<file path="src/common/spf_cfg.svh">
// Purpose: Offsets, field positions, reset values and counts of the port
// Assumes: Included by the design file and the bench by bare name
// Notes:   Definitions only
`ifndef SPF_CFG_SVH
`define SPF_CFG_SVH

// ****************************************************************
// Register offsets on the special-function-register bus
// ****************************************************************
`define SPF_ADDR_CTRL 8'hbc
`define SPF_ADDR_STAT 8'hbd
`define SPF_ADDR_DATA 8'hbe

// ****************************************************************
// Control register fields
// ****************************************************************
`define SPF_CTRL_ON 7
`define SPF_CTRL_ROLE 6
`define SPF_CTRL_IDLE 5
`define SPF_CTRL_PHASE 4
`define SPF_CTRL_ORDER 2
`define SPF_CTRL_RATE_HI 1
`define SPF_CTRL_RATE_LO 0
`define SPF_CTRL_MASK 8'hf7
`define SPF_CTRL_RESET 8'h00

// ****************************************************************
// Status register fields
// ****************************************************************
`define SPF_STAT_DONE 7
`define SPF_STAT_WRITE_COLLISION_FLAG 6
`define SPF_STAT_OVF 4
`define SPF_STAT_FULL 3
`define SPF_STAT_BUSY 2
`define SPF_DATA_RESET 8'h00

// ****************************************************************
// Half-period counts of the master clock, in system clocks minus one, and the last edge index of a byte
// ****************************************************************
`define SPF_HALF_DIV2 4'h0
`define SPF_HALF_DIV4 4'h1
`define SPF_HALF_DIV8 4'h3
`define SPF_HALF_DIV16 4'h7
`define SPF_LAST_EDGE 4'hf

`endif

</file>
<file path="src/common/spf_pkg.sv">
// Purpose: Types shared by the serial flags and data port
// Assumes: Constants come from spf_cfg.svh
// Notes:   Types only
package spf_pkg;
    // Transfer sequencer states
    typedef enum logic [0:0] {
        SPF_IDLE = 1'b0,
        SPF_RUN = 1'b1
    } spf_state_t;
endpackage

</file>
<file path="src/hw/spf_port.sv">
// Purpose: Control, status flags and data port of a serial peripheral link
// Assumes: Register strobes are one-cycle pulses, pins synchronous to clock
// Notes:   Carries a compact shift engine for both master and slave roles
`timescale 1ns/1ps
`include "spf_cfg.svh"

module spf_port
    import spf_pkg::*;
(
    input wire logic clock_in,          // System clock, 25 MHz
    input wire logic rst_n_in,          // Synchronous reset, active low
    input wire logic [7:0] sfr_addr_in, // Register address
    input wire logic sfr_wr_in,         // Write strobe, one cycle
    input wire logic sfr_rd_in,         // Read strobe, one cycle
    input wire logic [7:0] sfr_wdata_in, // Write data
    output logic [7:0] sfr_rdata_out,   // Read data, one cycle after strobe
    input wire logic irq_ack_in,        // Interrupt vectored, one cycle
    output logic irq_out,               // Transfer-done flag level
    input wire logic sck_in,            // Serial clock pin level
    output logic sck_out,               // Serial clock drive value
    output logic sck_oe_n_out,          // Serial clock enable, low drives
    input wire logic mosi_in,           // Master-out pin level
    output logic mosi_out,              // Master-out drive value
    output logic mosi_oe_n_out,         // Master-out enable, low drives
    input wire logic miso_in,           // Master-in pin level
    output logic miso_out,              // Master-in drive value
    output logic miso_oe_n_out          // Master-in enable, low drives
);

    // ****************************************************************
    // Helpers
    // ****************************************************************
    // Half-period count for the rate field
    function automatic logic [3:0] rate_half(input logic [1:0] rate);
        case (rate)
            2'h0: rate_half = `SPF_HALF_DIV2;
            2'h1: rate_half = `SPF_HALF_DIV4;
            2'h2: rate_half = `SPF_HALF_DIV8;
            default: rate_half = `SPF_HALF_DIV16;
        endcase
    endfunction

    // Shift one bit in at the end away from the outgoing bit
    function automatic logic [7:0] shift_in(input logic [7:0] sh,
                                            input logic b,
                                            input logic bit_order);
        shift_in = bit_order ? {b, sh[7:1]} : {sh[6:0], b};
    endfunction

    // ****************************************************************
    // Declarations
    // ****************************************************************
    logic [7:0] ctrl_q;       // Control register
    logic [7:0] sh_q;         // Shift register
    logic [7:0] rxbuf_q;      // Receive buffer
    logic [7:0] rdata_q;      // Registered read data
    logic done_flag_q;        // Transfer-done flag
    logic write_collision_flag_q;             // Write-collision flag
    logic ovf_q;              // Receive-overrun flag
    logic full_q;             // Receive-full flag
    logic in_bit_q;           // Bit caught on the sample edge
    logic sck_lvl_q;          // Master clock level
    logic sck_prev_q;         // Last seen slave clock level
    logic [3:0] div_cnt_q;    // Master half-period counter
    logic [3:0] edge_cnt_q;   // Edges seen in this byte
    spf_state_t state_q;      // Sequencer state
    logic on, master, clock_idle_level, clock_phase, bit_order;
    logic busy, wr_ctrl, wr_stat, wr_data, rd_data;
    logic wr_ok, wr_bad, m_tick, s_edge, edge_ev, lead, last, done, din;
    logic [7:0] rx_final;

    assign on = ctrl_q[`SPF_CTRL_ON];
    assign master = ctrl_q[`SPF_CTRL_ROLE];
    assign clock_idle_level = ctrl_q[`SPF_CTRL_IDLE];
    assign clock_phase = ctrl_q[`SPF_CTRL_PHASE];
    assign bit_order = ctrl_q[`SPF_CTRL_ORDER];
    assign busy = (state_q == SPF_RUN);

    // ****************************************************************
    // Register decode
    // ****************************************************************
    assign wr_ctrl = sfr_wr_in && (sfr_addr_in == `SPF_ADDR_CTRL);
    assign wr_stat = sfr_wr_in && (sfr_addr_in == `SPF_ADDR_STAT);
    assign wr_data = sfr_wr_in && (sfr_addr_in == `SPF_ADDR_DATA);
    assign rd_data = sfr_rd_in && (sfr_addr_in == `SPF_ADDR_DATA);
    assign wr_ok = wr_data && !busy;
    assign wr_bad = wr_data && busy;

    // ****************************************************************
    // Edge generation
    // ****************************************************************
    // Master ticks at each half period; the slave watches the pin
    assign m_tick = busy && master && (div_cnt_q == rate_half(ctrl_q[1:0]));
    // An idle slave only starts on an edge leaving the idle level
    assign s_edge = !master && (sck_in != sck_prev_q) &&
                    (busy || (sck_prev_q == clock_idle_level));
    assign edge_ev = on && (master ? m_tick : s_edge);
    assign lead = !edge_cnt_q[0];
    assign last = (edge_cnt_q == `SPF_LAST_EDGE);
    assign done = edge_ev && last;
    assign din = master ? miso_in : mosi_in;
    // Final byte: phase 0 shifts the held bit, phase 1 the live bit
    assign rx_final = shift_in(sh_q, clock_phase ? din : in_bit_q, bit_order);

    // Control register, reserved bit held at zero
    always_ff @(posedge clock_in)
    begin
        if (!rst_n_in)
            ctrl_q <= `SPF_CTRL_RESET;
        else if (wr_ctrl)
            ctrl_q <= sfr_wdata_in & `SPF_CTRL_MASK;
    end

    // Sequencer; leaving enable aborts any byte in flight
    always_ff @(posedge clock_in)
    begin
        if (!rst_n_in)
            state_q <= SPF_IDLE;
        else
        begin
            case (state_q)
                SPF_IDLE:
                    if (on && master && wr_ok)
                        state_q <= SPF_RUN;
                    else if (on && !master && s_edge)
                        state_q <= SPF_RUN;
                SPF_RUN:
                    if (!on || done)
                        state_q <= SPF_IDLE;
                default:
                    state_q <= SPF_IDLE;
            endcase
        end
    end

    // Edge counter; wraps to zero on the sixteenth edge
    always_ff @(posedge clock_in)
    begin
        if (!rst_n_in || !on)
            edge_cnt_q <= 4'h0;
        else if (edge_ev)
            edge_cnt_q <= edge_cnt_q + 4'h1;
    end

    // Master divider, halts and clears while idle
    always_ff @(posedge clock_in)
    begin
        if (!rst_n_in || !busy || !master)
            div_cnt_q <= 4'h0;
        else if (m_tick)
            div_cnt_q <= 4'h0;
        else
            div_cnt_q <= div_cnt_q + 4'h1;
    end

    // Master clock level toggles per tick, parks at the idle level
    always_ff @(posedge clock_in)
    begin
        if (!rst_n_in)
            sck_lvl_q <= 1'b0;
        else if (!busy)
            sck_lvl_q <= clock_idle_level;
        else if (m_tick)
            sck_lvl_q <= !sck_lvl_q;
    end

    // Slave clock history, read only by the edge detector
    always_ff @(posedge clock_in)
    begin
        if (!rst_n_in)
            sck_prev_q <= 1'b0;
        else
            sck_prev_q <= sck_in;
    end

    // ****************************************************************
    // Shift engine
    // ****************************************************************
    // Sample bit caught on the sample edge of each bit period
    always_ff @(posedge clock_in)
    begin
        if (!rst_n_in)
            in_bit_q <= 1'b0;
        else if (edge_ev && (lead != clock_phase))
            in_bit_q <= din;
    end

    // Shift register: load on an accepted write, shift on shift edges.
    // With phase 1 the first leading edge only exposes the loaded bit.
    // The last phase-1 edge is a sample edge, so the shifter is left
    // alone there: moving the output bit then would break far-side hold.
    always_ff @(posedge clock_in)
    begin
        if (!rst_n_in)
            sh_q <= `SPF_DATA_RESET;
        else if (wr_ok)
            sh_q <= sfr_wdata_in;
        else if (edge_ev)
        begin
            if (clock_phase && lead && (edge_cnt_q != 4'h0))
                sh_q <= shift_in(sh_q, in_bit_q, bit_order);
            else if (!clock_phase && !lead)
                sh_q <= shift_in(sh_q, in_bit_q, bit_order);
        end
    end

    // Receive buffer; a full buffer is kept when acting as slave
    always_ff @(posedge clock_in)
    begin
        if (!rst_n_in)
            rxbuf_q <= `SPF_DATA_RESET;
        else if (done && (master || !full_q))
            rxbuf_q <= rx_final;
    end

    // ****************************************************************
    // Status flags: a hardware set wins over any clear
    // ****************************************************************
    always_ff @(posedge clock_in)
    begin
        if (!rst_n_in)
            done_flag_q <= 1'b0;
        else if (done)
            done_flag_q <= 1'b1;
        else if (irq_ack_in ||
                 (wr_stat && !sfr_wdata_in[`SPF_STAT_DONE]))
            done_flag_q <= 1'b0;
    end

    always_ff @(posedge clock_in)
    begin
        if (!rst_n_in)
            write_collision_flag_q <= 1'b0;
        else if (wr_bad)
            write_collision_flag_q <= 1'b1;
        else if (wr_ok || (wr_stat && !sfr_wdata_in[`SPF_STAT_WRITE_COLLISION_FLAG]))
            write_collision_flag_q <= 1'b0;
    end

    always_ff @(posedge clock_in)
    begin
        if (!rst_n_in)
            ovf_q <= 1'b0;
        else if (done && full_q)
            ovf_q <= 1'b1;
        else if (rd_data || (wr_stat && !sfr_wdata_in[`SPF_STAT_OVF]))
            ovf_q <= 1'b0;
    end

    always_ff @(posedge clock_in)
    begin
        if (!rst_n_in)
            full_q <= 1'b0;
        else if (done)
            full_q <= 1'b1;
        else if (rd_data || (wr_stat && !sfr_wdata_in[`SPF_STAT_FULL]))
            full_q <= 1'b0;
    end

    // Read data, unmapped addresses answer zero
    always_ff @(posedge clock_in)
    begin
        if (!rst_n_in)
            rdata_q <= 8'h00;
        else if (sfr_rd_in)
        begin
            case (sfr_addr_in)
                `SPF_ADDR_CTRL: rdata_q <= ctrl_q;
                `SPF_ADDR_STAT: rdata_q <= {done_flag_q, write_collision_flag_q, 1'b0,
                                            ovf_q, full_q, busy, 2'b00};
                `SPF_ADDR_DATA: rdata_q <= rxbuf_q;
                default: rdata_q <= 8'h00;
            endcase
        end
    end

    // ****************************************************************
    // Outputs
    // ****************************************************************
    assign sfr_rdata_out = rdata_q;
    assign irq_out = done_flag_q;
    assign sck_out = (busy && master) ? sck_lvl_q : clock_idle_level;
    assign mosi_out = bit_order ? sh_q[0] : sh_q[7];
    assign miso_out = bit_order ? sh_q[0] : sh_q[7];
    assign sck_oe_n_out = !(on && master);
    assign mosi_oe_n_out = !(on && master);
    assign miso_oe_n_out = !(on && !master);
endmodule

</file>
<file path="config.mk">
export PLATFORM = sky130hd
export DESIGN_NAME = spf_port
export DESIGN_NICKNAME = d
export VERILOG_FILES = /design/src/common/spf_pkg.sv /design/src/hw/spf_port.sv
export VERILOG_INCLUDE_DIRS = /design/src /design/src/common
export SDC_FILE = /design/constraint.sdc
export NUM_CORES = 1
export LEC_CHECK = 0
export BUFFER_PORTS_ARGS = -buffer_cell sky130_fd_sc_hd__buf_2
export CORE_MARGIN = 2
export CORE_UTILIZATION = 57
export DETAILED_ROUTE_END_ITERATION = 16
export GPL_TIMING_DRIVEN = 1
export PLACE_DENSITY = 0.85
export SETUP_SLACK_MARGIN = 0.3
export SLEW_MARGIN = 0
export SYNTH_ARGS = -nofsm -noshare
export SYNTH_HDL_FRONTEND = slang
export SYNTH_SLANG_ARGS = --single-unit
</file>
<file path="constraint.sdc">
create_clock -name clock_in -period 2.4 [get_ports clock_in]
set_input_delay 0.12 -clock clock_in [delete_from_list [all_inputs] [get_ports clock_in]]
set_output_delay 0.12 -clock clock_in [all_outputs]
set_load 0.03 [all_outputs]
</file>
==> summary.md <==
| Metric | Value |
|---|---|
| Status | finished, final reports clean |
| Clk_lat worst skew | 0.31 ns |
| CP Cell Sequence | inv_2 > a2111o_1 > a2111oi_4 > buf_4 > o2111ai_4 > mux2_4 |
| Worst r2r src | ctrl_q[0]$_SDFFE_PN0P_ |
| CTS Sinks | 47 |
| Synth warnings | 0 |
| Setup TNS | 0 ns |
| Sequential fraction of the synthesis area | 33.8% |
| Initial drt markers | 223 |
| Cell count of the worst hold path | 3 |
| Fin cells | 434 |
| Vert. Die Dim | 73.9 um |
| Top-count cell post-synth | dfxtp_1 |
| Final Hold Fails | 0 |
| Via-per-instance ratio | 5.71 |
| Root buffer cell | clkbuf_8 |
| Worst vdd ir | 313 uV |
| CTS Buffer Depth | 2 |
| ANT cells | 0 |
| DRC violations left | 0 |
| Setup CP Type | reg2reg |
| Cts bufs inserted | 5 |
| DP HPWL | 4.86 mm |
| First-pass GRT wire length | 11.2 mm |
| Hold Slack | 0.0213 ns |
| Clk slew on worst S/H paths | 0.09 ns |
| Post-route ant nets | 0 |
| Core Region | 0.00472 mm^2 |
| Wire length per cell | 15.9 um |
| # setup viols final | 0 |
| TritonRoute pass-1 iters | 4 |
| Hold Buf Count CTS | 0 |
| Cell variety after synth | 44 |
| Total track usage | 26.4% |
| Placement Rows | 25 |
| Worst slew pin tran | 0.719 ns |
| IO buf count | 38 |
| Type of origin of the critical path | flop |
| Post-synth EDFFs | 0 |
| Fmax | 487 MHz |
| Top FF cell, synth | dfxtp_1 |
| PD cells | 425 mW/mm^2 |
| Pins Over Slew Limit | 0 |
| Slew headroom | 52.0% |
| Syn Nets | 360 |
| Final GP Congestion | 0.915 |
| CTS tree | built |
| Worst min path class | in2reg |
| RR Endpoint | rxbuf_q[3]$_SDFFE_PN0P_ |
| Syn Area/Cell | 8.42 um^2 |
| Routed WL | 6.90 mm |
| CP endpoint kind | flop |
| Arr. time, crit path | 2.26 ns |
| R2r worst-path depth | 6 |
| Leakage | 1.20 nW |
| Max-cap violations | 0 |
| #FFs+latches synth | 47 |
| Fraction of layout cells with a size suffix above 1 | 22.9% |
| Number of global-route vias before repair | 2,388 |
| H-tree depth | 2 |
| Largest net degree at the start of global routing | 31 |
| Die span in x | 73.9 um |
| Final nets | 395 |
| Synth top area cells | dfxtp_1 (34%), mux2i_1 (10%), a21oi_1 (4.8%), o31ai_1 (4.6%), mux2_2 (4.4%) |
| Area share of the largest cell type after synthesis | 33.8% |
| Initial antenna violation count | 0 |
| HP Start | sfr_wdata_in[2] |
| Pwr Total | 1.35 mW |
| Crit share post-route | 85.5% |
| Via Count | 2,477 |
| R2r setup slk | 0.35 ns |
| Mapped cell area | 0.00279 mm^2 |
| RSZ-0062 raised after global routing | false |
| Critical path's largest stage delay | 0.46 ns |
| Required time of the critical path | 2.60 ns |
| Hold Path End | sh_q[2]$_SDFFE_PN0P_ |
| Inst Count DP | 420 |
| Leading area contributor after synthesis | dfxtp_1 |
| I/O pins | 39 |
| Final clock skew | 0.00786 ns |
| Initial Utilization | 59.0% |
| Async SR Flop Fraction | 0% |
| Syn-to-layout area delta | 13.9% |
| Top post-synthesis cells by count | dfxtp_1 (47), mux2i_1 (28), nor2_1 (28) |
| Total gr overflow | 0 |
| Crit-path max FO | 8 |
| Full die area | 0.00546 mm^2 |
| Fin crit period | 2.05 ns |
| Post-synthesis instance total | 331 |
| Crit-path slowest cell | a2111o_1 |
## logic make-up (layout without fill, tap and decap cells)
| kind of cell | after synthesis | count (layout) | synth area share (%) |
|---|---|---|---|
| AOI/OAI and AO/OA | 84 | 84 | 22.2 |
| xor gates and xnor gates | 3 | 3 | 0.943 |
| adders and majority gates | 5 | 5 | 2.25 |
| buffers and inverters | 46 | 82 | 6.60 |
| DFF | 47 | 47 | 33.8 |
| muxes | 39 | 39 | 14.5 |
| and+or+nand+nor | 107 | 107 | 19.8 |
## placed cells by master (no fill, tap or decap), drive strengths merged, types with 2 or more instances in the layout
cell type | netlist | routed
buf | 8 | 54
dfxtp | 47 | 47
nor2 | 28 | 28
mux2i | 28 | 28
a21oi | 27 | 27
nand2 | 22 | 22
inv | 20 | 20
o31ai | 17 | 17
and2 | 15 | 15
nor2b | 15 | 15
mux2 | 11 | 11
o211ai | 10 | 10
nand3 | 7 | 7
o22ai | 7 | 7
clkbuf | 18 | 6
ha | 5 | 5
nor3 | 5 | 5
o21ai | 4 | 4
nand2b | 4 | 4
or2 | 3 | 3
a21boi | 3 | 3
o2111ai | 3 | 3
a2111o | 2 | 2
xnor2 | 2 | 2
nand4 | 2 | 2
o311ai | 2 | 2
nand3b | 2 | 2
## power by group
| group | internal, mW | switching (mW) | total (mW) |
|---|---|---|---|
| clock | 0.204 | 0.276 | 0.480 |
| sequential | 0.779 | 0.00124 | 0.780 |
| combinational | 0.0356 | 0.0536 | 0.0893 |
## registers in the layout (all words and copies together), names as in the netlist, 4 cells and up
register       flops
rxbuf_q            8
sfr_rdata_out      8
div_cnt_q          4
edge_cnt_q         4
sh_q               8
ctrl_q             7
## worst max-delay path: cells and delay by family (launching register included)
family / cells / cell delay (ns)
buf+inv: 2 / 0.23
compound gates: 3 / 0.97
mux: 1 / 0.38
flops: 1 / 0.36
## worst max-delay path by stage
| stage | from | endpoint | slack (ns) | depth (start not counted) |
|---|---|---|---|---|
| final | ctrl_q[0]$_SDFFE_PN0P_ | rxbuf_q[3]$_SDFFE_PN0P_ | 0.35 | 6 |
| after global routing | ctrl_q[0]$_SDFFE_PN0P_ | rxbuf_q[3]$_SDFFE_PN0P_ | 0.28 | 6 |
| after CTS | div_cnt_q[0]$_SDFF_PP0_ | rxbuf_q[1]$_SDFFE_PN0P_ | 0.32 | 5 |
| after detailed placement | ctrl_q[0]$_SDFFE_PN0P_ | rxbuf_q[5]$_SDFFE_PN0P_ | 0.25 | 5 |
| after global placement | ctrl_q[0]$_SDFFE_PN0P_ | rxbuf_q[2]$_SDFFE_PN0P_ | 0.29 | 5 |
| after floorplan | ctrl_q[0]$_SDFFE_PN0P_ | rxbuf_q[1]$_SDFFE_PN0P_ | 0.41 | 5 |
## stage by stage
step           area, um^2  setup WS (ns)  utilization (%)
5_1_grt              3170          0.276             67.2
3_3_place_gp         3030          0.292             64.1
6_report             3170          0.348             67.2
3_5_place_dp         3030          0.255             64.1
4_1_cts              3130          0.322             66.2
2_1_floorplan        2790          0.410                -
## per-layer routing
layer / up-vias / GRT usage [%] / share of wire [%]
met4: 0 / 9.90 / 2.1
li1: 1242 / - / -
met1: 1140 / 33.7 / 44
met5: - / 0 / 0
met3: 14 / 4.94 / 5.2
met2: 81 / 44.3 / 49
## repair_timing
item / in CTS / in global routing
setup buffers: 2 / 4
gates cloned: 0 / 0
setup endpoints to repair: 11 / 12
pin swaps: 1 / 3
gates resized for setup: 1 / 5
## area by class of cell
cell class                 count  area, um^2
tap                           67        83.8
clock buffer                   6        72.6
clock inverter                 2        12.5
multi-input combinational    238        1670
inverter                      20        75.1
timing repair buffer          54         310
sequential                    47         945
fill                         377        1550
Power figures use the tool's default switching activity.
